$ cat src/inc/fpec_pkg.sv
// constants, field layouts and carrier types for the flash program/erase control block
// Overview of operation
// - array is ten erase blocks of listed sizes
// - both mode pins low: port pins choose mode
// - select bit must be 1 for flash registers
// - four flash registers share addresses with others
// - flash disabled: reads zero, writes ignored
// - write enable clear holds setup, blocks zero
// - byte registers, two bus states per access
// - no-flash variant: undefined reads, writes ignored
// - mode register loads 0x80 on reset, standby
// - verify bits writable only with write enable
// - erase bit needs write enable and setup
// - program bit needs write enable and setup
// - bit 7 read-only, always reads one
// - bit 6 is software write enable
// - bits 5 and 4 always read zero
// - bits 3, 2 select verify modes
// - bits 1, 0 select erase, program modes
// - setup bits settable only with write enable
// - select clear maps other registers, keeps contents
`default_nettype none

package fpec_pkg;

  // register indices as printed; byte address is four times the index
  localparam logic [15:0] FPEC_IDX_MODE = 16'hFF80;
  localparam logic [15:0] FPEC_IDX_SETUP = 16'hFF81;
  localparam logic [15:0] FPEC_IDX_EBR_HIGH = 16'hFF82;
  localparam logic [15:0] FPEC_IDX_EBR_LOW = 16'hFF83;
  localparam logic [15:0] FPEC_IDX_SERIAL_TIMER_CONTROL = 16'hFFC3;
  localparam logic [31:0] FPEC_ADDR_MODE = {14'h0000, FPEC_IDX_MODE, 2'b00};
  localparam logic [31:0] FPEC_ADDR_SETUP = {14'h0000, FPEC_IDX_SETUP, 2'b00};
  localparam logic [31:0] FPEC_ADDR_EBR_HIGH = {14'h0000, FPEC_IDX_EBR_HIGH, 2'b00};
  localparam logic [31:0] FPEC_ADDR_EBR_LOW = {14'h0000, FPEC_IDX_EBR_LOW, 2'b00};
  localparam logic [31:0] FPEC_ADDR_SERIAL_TIMER_CONTROL = {14'h0000, FPEC_IDX_SERIAL_TIMER_CONTROL, 2'b00};
  localparam int FPEC_SHARED_REGS = 4;

  // mode register fields
  localparam int FPEC_HWE_BIT = 7;
  localparam int FPEC_SWE_BIT = 6;
  localparam int FPEC_EV_BIT = 3;
  localparam int FPEC_PV_BIT = 2;
  localparam int FPEC_E_BIT = 1;
  localparam int FPEC_P_BIT = 0;
  // setup register fields
  localparam int FPEC_ESU_BIT = 1;
  localparam int FPEC_PSU_BIT = 0;
  // serial/timer control field that picks the flash register set
  localparam int FPEC_SEL_BIT = 3;

  // reset values and read masks
  localparam logic [7:0] FPEC_MODE_RESET = 8'h80;
  localparam logic [7:0] FPEC_ZERO_BYTE = 8'h00;
  localparam logic [7:0] FPEC_MODE_READ_MASK = 8'h4F;
  localparam logic [7:0] FPEC_SETUP_MASK = 8'h03;
  localparam logic [7:0] FPEC_EBR_HIGH_MASK = 8'h03;
  localparam logic [7:0] FPEC_EBR_LOW_MASK = 8'hFF;
  localparam logic [7:0] FPEC_EBR_LOW_NORMAL_MASK = 8'h7F;

  // variant selection; the undefined read value is arbitrary
  localparam logic FPEC_HAS_FLASH = 1'b1;
  localparam logic [7:0] FPEC_NOFLASH_READ = 8'hA5;

  // erase block sizes in kbytes, block 0 first
  localparam int FPEC_BLOCKS = 10;
  localparam int FPEC_BLOCK_KB [FPEC_BLOCKS] = '{1, 1, 1, 1, 28, 16, 8, 8, 32, 32};

  // mode pin code with on-chip flash switched off
  localparam logic [1:0] FPEC_MD_FLASH_OFF = 2'b01;
  localparam logic [1:0] FPEC_MD_BOOT = 2'b00;

  // bus timing: every register access takes this many data states
  localparam int FPEC_ACCESS_STATES = 2;
  localparam logic [1:0] FPEC_RESP_OKAY = 2'b00;

  // bus sequencer states
  typedef enum logic [0:0] {FPEC_BUS_IDLE, FPEC_BUS_WAIT} fpec_bus_e;

  // active flash operating modes
  typedef struct packed {
    logic program_mode;
    logic erase_mode;
    logic program_verify;
    logic erase_verify;
  } fpec_modes_s;

  // operating mode captured at reset release
  typedef struct packed {
    logic boot_select;
    logic [1:0] mode_pins;
    logic [2:0] port_pins;
  } fpec_opmode_s;

endpackage : fpec_pkg

`default_nettype wire

$ cat src/core/fpec_write_gate.sv
// write gating of the mode and setup registers
`default_nettype none

module fpec_write_gate (
  // current register contents
  input wire logic [7:0] mode_cur,
  input wire logic [7:0] setup_cur,
  // write request
  input wire logic mode_write,
  input wire logic setup_write,
  input wire logic [7:0] wdata,
  input wire logic low_power_hold,
  // next register values
  output logic [7:0] mode_next,
  output logic [7:0] setup_next
);
  import fpec_pkg::*;

  logic swe_cur;
  logic swe_new;
  logic verify_ok;
  logic erase_ok;
  logic program_ok;
  logic [7:0] mode_wr;
  logic [7:0] setup_wr;

  // gates are judged on the bits held before the write, so a single write cannot
  // both enable and start a mode
  assign swe_cur = mode_cur[FPEC_SWE_BIT];
  assign verify_ok = swe_cur;
  assign erase_ok = swe_cur & setup_cur[FPEC_ESU_BIT];
  assign program_ok = swe_cur & setup_cur[FPEC_PSU_BIT];

  assign mode_wr[FPEC_HWE_BIT] = 1'b1;
  assign mode_wr[FPEC_SWE_BIT] = wdata[FPEC_SWE_BIT];
  assign mode_wr[5:4] = 2'b00;
  assign mode_wr[FPEC_EV_BIT] = verify_ok ? wdata[FPEC_EV_BIT] : mode_cur[FPEC_EV_BIT];
  assign mode_wr[FPEC_PV_BIT] = verify_ok ? wdata[FPEC_PV_BIT] : mode_cur[FPEC_PV_BIT];
  assign mode_wr[FPEC_E_BIT] = erase_ok ? wdata[FPEC_E_BIT] : mode_cur[FPEC_E_BIT];
  assign mode_wr[FPEC_P_BIT] = program_ok ? wdata[FPEC_P_BIT] : mode_cur[FPEC_P_BIT];

  assign setup_wr = swe_cur ? (wdata & FPEC_SETUP_MASK) : setup_cur;

  assign mode_next = low_power_hold ? FPEC_MODE_RESET : (mode_write ? mode_wr : mode_cur);
  assign swe_new = mode_next[FPEC_SWE_BIT];
  assign setup_next = (low_power_hold | ~swe_new) ? FPEC_ZERO_BYTE :
                      (setup_write ? setup_wr : setup_cur);

endmodule : fpec_write_gate

`default_nettype wire

$ cat src/core/fpec_flash_ctrl.sv
// AHB-Lite slave holding the flash program/erase control registers
`default_nettype none

module fpec_flash_ctrl (
  // clock and reset
  input wire logic hclk,
  input wire logic hresetn,
  // AHB-Lite slave port
  input wire logic hsel,
  input wire logic [31:0] haddr,
  input wire logic [1:0] htrans,
  input wire logic hwrite,
  input wire logic [2:0] hsize,
  input wire logic [31:0] hwdata,
  input wire logic hready,
  output logic [31:0] hrdata,
  output logic hreadyout,
  output logic [1:0] hresp,
  // mode straps, sampled once after reset release
  input wire logic mode_pin_high,
  input wire logic mode_pin_low,
  input wire logic boot_select_pin_2,
  input wire logic boot_select_pin_1,
  input wire logic boot_select_pin_0,
  // standby, subactive, subsleep or watch mode in force
  input wire logic low_power_hold,
  // flash array control
  output fpec_pkg::fpec_modes_s flash_modes,
  output logic [fpec_pkg::FPEC_BLOCKS-1:0] erase_block_enable,
  output fpec_pkg::fpec_opmode_s operating_mode,
  output logic flash_enabled
);
  import fpec_pkg::*;

  // bus sequencer
  fpec_bus_e bus_state_reg;
  fpec_bus_e bus_state_next;
  logic [31:0] pend_addr_reg;
  logic pend_write_reg;
  logic hreadyout_reg;
  logic [31:0] hrdata_reg;
  logic [1:0] hresp_reg;

  // registers
  logic [7:0] mode_reg;
  logic [7:0] setup_reg;
  logic [7:0] ebr_high_reg;
  logic [7:0] ebr_low_reg;
  logic [7:0] serial_timer_control_reg;
  logic [7:0] mode_next;
  logic [7:0] setup_next;
  logic [7:0] ebr_high_next;
  logic [7:0] ebr_low_next;
  logic [7:0] shared_reg [FPEC_SHARED_REGS];

  // captured mode
  logic captured_reg;
  fpec_opmode_s opmode_reg;
  fpec_opmode_s opmode_next;
  fpec_modes_s modes_reg;
  fpec_modes_s modes_next;
  logic [FPEC_BLOCKS-1:0] blocks_reg;
  logic [FPEC_BLOCKS-1:0] blocks_next;
  logic flash_on_reg;

  // decode wires
  logic accept;
  logic wr_cycle;
  logic [7:0] wbyte;
  logic hit_mode;
  logic hit_setup;
  logic hit_ebr_high;
  logic hit_ebr_low;
  logic hit_serial_timer_control;
  logic hit_shared;
  logic [1:0] shared_idx;
  logic flash_sel;
  logic flash_wr_ok;
  logic normal_cpu;
  logic [7:0] flash_rd;
  logic [7:0] shared_rd;
  logic [7:0] rd_value;
  logic [7:0] ebr_low_mask;
  logic [7:0] ebr_high_mask;

  // address phase is taken only for an active transfer while the bus is ready
  assign accept = hsel & hready & htrans[1] & (bus_state_reg == FPEC_BUS_IDLE);
  // writes land in the second state
  assign wr_cycle = (bus_state_reg == FPEC_BUS_WAIT) & pend_write_reg;
  // every register is one byte wide, carried in the low lane of a word
  assign wbyte = hwdata[7:0];

  // address decode on the held address phase
  assign hit_mode = (pend_addr_reg == FPEC_ADDR_MODE);
  assign hit_setup = (pend_addr_reg == FPEC_ADDR_SETUP);
  assign hit_ebr_high = (pend_addr_reg == FPEC_ADDR_EBR_HIGH);
  assign hit_ebr_low = (pend_addr_reg == FPEC_ADDR_EBR_LOW);
  assign hit_serial_timer_control = (pend_addr_reg == FPEC_ADDR_SERIAL_TIMER_CONTROL);
  assign hit_shared = hit_mode | hit_setup | hit_ebr_high | hit_ebr_low;
  assign shared_idx = pend_addr_reg[3:2];

  assign flash_sel = serial_timer_control_reg[FPEC_SEL_BIT];
  assign flash_wr_ok = wr_cycle & flash_sel & flash_on_reg & FPEC_HAS_FLASH;

  // normal cpu mode follows the low mode pin; it hides the upper erase blocks
  assign normal_cpu = opmode_reg.mode_pins[0];
  assign ebr_high_mask = normal_cpu ? FPEC_ZERO_BYTE : FPEC_EBR_HIGH_MASK;
  assign ebr_low_mask = normal_cpu ? FPEC_EBR_LOW_NORMAL_MASK : FPEC_EBR_LOW_MASK;

  // mode and setup gating
  fpec_write_gate u_gate (
    .mode_cur(mode_reg),
    .setup_cur(setup_reg),
    .mode_write(flash_wr_ok & hit_mode),
    .setup_write(flash_wr_ok & hit_setup),
    .wdata(wbyte),
    .low_power_hold(low_power_hold),
    .mode_next(mode_next),
    .setup_next(setup_next)
  );

  assign ebr_high_next = (low_power_hold | ~mode_next[FPEC_SWE_BIT]) ? FPEC_ZERO_BYTE :
                         ((flash_wr_ok & hit_ebr_high) ? (wbyte & ebr_high_mask) : ebr_high_reg);
  assign ebr_low_next = (low_power_hold | ~mode_next[FPEC_SWE_BIT]) ? FPEC_ZERO_BYTE :
                        ((flash_wr_ok & hit_ebr_low) ? (wbyte & ebr_low_mask) : ebr_low_reg);

  assign modes_next.program_mode = mode_next[FPEC_P_BIT];
  assign modes_next.erase_mode = mode_next[FPEC_E_BIT];
  assign modes_next.program_verify = mode_next[FPEC_PV_BIT];
  assign modes_next.erase_verify = mode_next[FPEC_EV_BIT];

  assign blocks_next = {ebr_high_next[1:0], ebr_low_next};

  assign opmode_next.boot_select = ~mode_pin_high & ~mode_pin_low;
  assign opmode_next.mode_pins = {mode_pin_high, mode_pin_low};
  assign opmode_next.port_pins = ({mode_pin_high, mode_pin_low} == FPEC_MD_BOOT) ?
                                 {boot_select_pin_2, boot_select_pin_1, boot_select_pin_0} :
                                 3'b000;

  assign flash_rd = hit_mode ? ((mode_reg & FPEC_MODE_READ_MASK) | FPEC_MODE_RESET) :
                    hit_setup ? (setup_reg & FPEC_SETUP_MASK) :
                    hit_ebr_high ? ebr_high_reg :
                    ebr_low_reg;
  assign shared_rd = shared_reg[shared_idx];

  assign rd_value = hit_serial_timer_control ? serial_timer_control_reg :
                    (hit_shared & ~flash_sel) ? shared_rd :
                    (hit_shared & ~FPEC_HAS_FLASH) ? FPEC_NOFLASH_READ :
                    (hit_shared & ~flash_on_reg) ? FPEC_ZERO_BYTE :
                    hit_shared ? flash_rd :
                    FPEC_ZERO_BYTE;

  // sequencer next state: one wait state for every access
  always_comb begin
    bus_state_next = bus_state_reg;
    unique case (bus_state_reg)
      FPEC_BUS_IDLE: begin
        if (accept) begin
          bus_state_next = FPEC_BUS_WAIT;
        end
      end
      FPEC_BUS_WAIT: begin
        bus_state_next = FPEC_BUS_IDLE;
      end
    endcase
  end

  // address phase capture
  always_ff @(posedge hclk or negedge hresetn) begin
    if (!hresetn) begin
      bus_state_reg <= FPEC_BUS_IDLE;
      pend_addr_reg <= 32'h00000000;
      pend_write_reg <= 1'b0;
    end else begin
      bus_state_reg <= bus_state_next;
      if (accept) begin
        pend_addr_reg <= {haddr[31:2], 2'b00};
        pend_write_reg <= hwrite;
      end
    end
  end

  always_ff @(posedge hclk or negedge hresetn) begin
    if (!hresetn) begin
      hreadyout_reg <= 1'b1;
      hrdata_reg <= 32'h00000000;
      hresp_reg <= FPEC_RESP_OKAY;
    end else begin
      hreadyout_reg <= ~accept;
      hresp_reg <= FPEC_RESP_OKAY;
      if (bus_state_reg == FPEC_BUS_WAIT) begin
        hrdata_reg <= {24'h000000, rd_value};
      end
    end
  end

  // flash registers keep contents while deselected
  always_ff @(posedge hclk or negedge hresetn) begin
    if (!hresetn) begin
      mode_reg <= FPEC_MODE_RESET;
      setup_reg <= FPEC_ZERO_BYTE;
      ebr_high_reg <= FPEC_ZERO_BYTE;
      ebr_low_reg <= FPEC_ZERO_BYTE;
    end else begin
      mode_reg <= mode_next;
      setup_reg <= setup_next;
      ebr_high_reg <= ebr_high_next;
      ebr_low_reg <= ebr_low_next;
    end
  end

  always_ff @(posedge hclk or negedge hresetn) begin
    if (!hresetn) begin
      serial_timer_control_reg <= FPEC_ZERO_BYTE;
    end else if (wr_cycle & hit_serial_timer_control) begin
      serial_timer_control_reg <= wbyte;
    end
  end

  genvar gi;
  generate
    for (gi = 0; gi < FPEC_SHARED_REGS; gi++) begin : g_shared
      always_ff @(posedge hclk or negedge hresetn) begin
        if (!hresetn) begin
          shared_reg[gi] <= FPEC_ZERO_BYTE;
        end else if (wr_cycle & hit_shared & ~flash_sel & (shared_idx == 2'(gi))) begin
          shared_reg[gi] <= wbyte;
        end
      end
    end
  endgenerate

  always_ff @(posedge hclk or negedge hresetn) begin
    if (!hresetn) begin
      captured_reg <= 1'b0;
      opmode_reg <= '0;
      flash_on_reg <= 1'b0;
    end else if (!captured_reg) begin
      captured_reg <= 1'b1;
      opmode_reg <= opmode_next;
      flash_on_reg <= ({mode_pin_high, mode_pin_low} != FPEC_MD_FLASH_OFF) & FPEC_HAS_FLASH;
    end
  end

  // registered copies for the array side; they track the next values so they
  // stay aligned with the registers themselves
  always_ff @(posedge hclk or negedge hresetn) begin
    if (!hresetn) begin
      modes_reg <= '0;
      blocks_reg <= '0;
    end else begin
      modes_reg <= modes_next;
      blocks_reg <= blocks_next;
    end
  end

  // outputs straight from flops
  assign hrdata = hrdata_reg;
  assign hreadyout = hreadyout_reg;
  assign hresp = hresp_reg;
  assign flash_modes = modes_reg;
  assign erase_block_enable = blocks_reg;
  assign operating_mode = opmode_reg;
  assign flash_enabled = flash_on_reg;

endmodule : fpec_flash_ctrl

`default_nettype wire

$ cat config.mk
export PLATFORM = sky130hd
export DESIGN_NAME = fpec_flash_ctrl
export DESIGN_NICKNAME = d
export VERILOG_FILES = /design/src/inc/fpec_pkg.sv /design/src/core/fpec_write_gate.sv /design/src/core/fpec_flash_ctrl.sv
export SDC_FILE = /design/constraint.sdc
export NUM_CORES = 1
export LEC_CHECK = 0
export BUFFER_PORTS_ARGS = -buffer_cell sky130_fd_sc_hd__buf_4
export CAP_MARGIN = 20
export CORE_MARGIN = 10
export CORE_UTILIZATION = 55
export CTS_BUF_LIST = sky130_fd_sc_hd__clkbuf_4
export CTS_CLUSTER_DIAMETER = 40
export DETAILED_ROUTE_END_ITERATION = 10
export HOLD_SLACK_MARGIN = 0.12
export PLACE_DENSITY = 0.94
export SLEW_MARGIN = 20
export SYNTH_ARGS = -nofsm -noshare
export SYNTH_HDL_FRONTEND = slang
export SYNTH_SLANG_ARGS = --single-unit
$ cat constraint.sdc
create_clock -name hclk -period 4.3 [get_ports hclk]
set_input_delay 0.43 -clock hclk [delete_from_list [all_inputs] [get_ports hclk]]
set_output_delay 0.43 -clock hclk [all_outputs]
set_load 0.05 [all_outputs]
==> flow_summary.ini <==
[clock_tree]
clkLatencyLatePin_ns = 0.46
postCtsHoldBufs = 1
cts.sinks = 106
root_buffer = clkbuf_4
clk_pin_slew_ns = 0.16
cts.repair.resized = 0
cts_tree = built
postCtsSetupBuffers = 0
htree_levels = 3
clk_path_buf_depth = 2
numCtsBuffers = 9

[timing]
skew_ns = 0.0213
max_freq_ghz = 0.349
worst_pin_slew_ns = 0.899
slew_headroom_pct = 40.0
min_period_over_period_pct = 66.6
rsz0062_at_grt = no
finalSetupViolations = 0
whs_ns = 0.148
drv_slew = 0
min_period_ns = 2.86
final.setup.tns_ns = 0
hold_violations = 0

[power_and_ir_drop]
vdd_ir_drop_max_v = 0.000199
total_power_mw = 1.99
p_leak_nw = 2.76
power_density_nw_per_um2 = 348

[global_route]
grt_pass1_vias = 3737
use_met3_pct = 5.12
track_usage_pct = 17.5
grt_max_degree = 74
grt.overflow.total = 0
antenna_found_initial = 0
grt_busiest_layer = met2
grt_pass1_wl_mm = 18.9
grt_use_met2_pct = 28.5
grtUsageMet1_pct = 22.8

[route]
finalWirelength_mm = 11.6
ant_nets = 0
drt_iter0_drc = 230
avgViaCountPerCell = 5.59
wire_per_inst_um = 18.3
vias = 3545
firstDrtPassIters = 4
drc = 0

[synthesis]
synth_top_area_cell = dfrtp_1
synthAdderAreaFrac_pct = 0
syn_area_um2 = 5030
synth_top_family_by_area = simple AND/OR/NAND/NOR gates
ys_warn_count = 0
synth_top_area_share_pct = 52.2
ys_seq_area_share_pct = 52.7
synthMuxAreaShare_pct = 16.1
syn_area_per_cell_um2 = 11.1
ys_top_cells_by_area = dfrtp_1, mux2_2, nand2_1
synth.distinct_cells = 49
synth-xor-area-share_pct = 0
synth_ff_type = dfrtp_1
postSynthCellCount = 453
synth-seq-cells = 106
ys_top_cells_by_count = dfrtp_1, nand2_1, mux2_2
yosys.area_share.simple_pct = 17.7
postSynth.asyncResetShare_pct = 100
synth_compound_area_share_pct = 6.07
synth_edf_count = 0

[setup_path]
reg2reg_depth = 6
critPathLaunch = pend_addr_reg[2]$_DFFE_PN0P_
r2r-end = ebr_high_reg[1]$_DFFE_PN0P_
r2r_start = pend_addr_reg[2]$_DFFE_PN0P_
worstPathArrival_ns = 3.21
worst-r2r-setup-slack_ns = 1.44
start_kind = register
cp_max_fo = 16
worstSetupEndpointType = register
crit_type = reg -> reg
required_ns = 4.65

[place]
routabilityCongestion = 0.891
dpl.cell_count = 617
dpl_cell_area_um2 = 5560
portBuffers = 79
hpwlAfterDp_mm = 8.57

[floorplanning]
core-area_um2 = 8810
rows = 34
die_w_um = 116
ioPinCount = 136
dieArea_um2 = 13400
die_h_um = 116
start_util_pct = 57.2

[final_layout]
fin_cells = 634
stdcell_area_um2 = 5710
final_net_count = 601
drive_gt1_share_pct = 31.9
syn_to_final_growth_pct = 13.5
n_fill_cell = 657
largest_reg_flops = 32
antennaDiodeCount = 0

[job]
drv_cap = 0

[min_path]
holdPathEnd = pend_addr_reg[11]$_DFFE_PN0P_
hold_class = in -> reg
hold_depth = 3
hp-start = haddr[11]

[status]
status = finished, final reports clean
-- cell usage in the layout (no fill, tap or decap), types with 2 or more instances in the layout --
cell type    n
nand2_1    105
dfrtp_1    105
buf_4       82
mux2_2      39
conb_1      27
nor2_1      21
mux2i_1     13
inv_1       13
a21oi_1     11
clkbuf_4    10
o21ai_0      9
mux4_2       8
o22ai_1      8
nor2b_1      5
nor3_1       5
nand3_1      4
mux2_4       4
a22o_1       4
nand3_4      3
a22oi_1      3
nor4_4       2
and4bb_2     2
nor4_2       2
and2_1       2
nor3_4       2
nor3b_1      2
nand2b_1     2
nand3b_1     2
nand4_1      2
a21bo_2      2
a32o_1       2
a41oi_1      2
o32ai_1      2
clkinv_2     2
-- through the flow --
stage	util, %	setup WS, ns
floorplan	-	2.33
global placement	63.2	1.57
detailed placement	63.2	1.48
CTS	64.9	1.45
global route	64.9	1.21
finish	64.9	1.44
-- worst max path at each step --
stage	slack, ns	endpoint	cells past startpoint
6_report	1.44	ebr_high_reg[1]$_DFFE_PN0P_	6
5_1_grt	1.21	ebr_low_reg[0]$_DFFE_PN0P_	6
4_1_cts	1.45	ebr_high_reg[1]$_DFFE_PN0P_	6
3_5_place_dp	1.48	ebr_high_reg[1]$_DFFE_PN0P_	6
3_3_place_gp	1.57	ebr_low_reg[1]$_DFFE_PN0P_	6
2_1_floorplan	2.33	setup_reg[0]$_DFFE_PN0P_	6
-- cell families after synthesis --
| family | after synthesis |
|---|---|
| buffers and inverters | 64 |
| other | 2 |
| and+or+nand+nor | 171 |
| muxes | 64 |
| DFF | 106 |
| AOI/OAI and AO/OA | 46 |
-- where the power goes --
part | total, mW | internal (mW) | switching (mW)
combinational | 0.333 | 0.129 | 0.203
clock | 0.515 | 0.186 | 0.330
sequential | 1.14 | 1.07 | 0.0765
-- routing by layer --
| metal | part of all wire [%] | routed length, µm |
|---|---|---|
| met1 | 42 | 4850 |
| met2 | 48 | 5600 |
| met3 | 8.7 | 1000 |
| met4 | 1.1 | 125 |
| met5 | 0 | 0 |
-- critical path: stages, from the launching register on --
cell and delay, ns:
dfrtp_1 0.68, nor2_1 0.76, nand3_1 0.14, nor3_1 0.33, mux2i_1 0.53, buf_4 0.26
nor2_1 0.06
-- final cells by class --
| cell class | count | area (µm²) | share of cell area (%) |
|---|---|---|---|
| clock buffer | 10 | 75.1 | 1.31 |
| clock inverter | 6 | 65.1 | 1.14 |
| multi-input combinational | 308 | 2110 | 36.9 |
| timing repair buffer | 83 | 626 | 11.0 |
| tap | 108 | 135 | 2.37 |
| sequential | 106 | 2650 | 46.5 |
| inverter | 13 | 48.8 | 0.854 |
(Power assumes the default switching activity.)
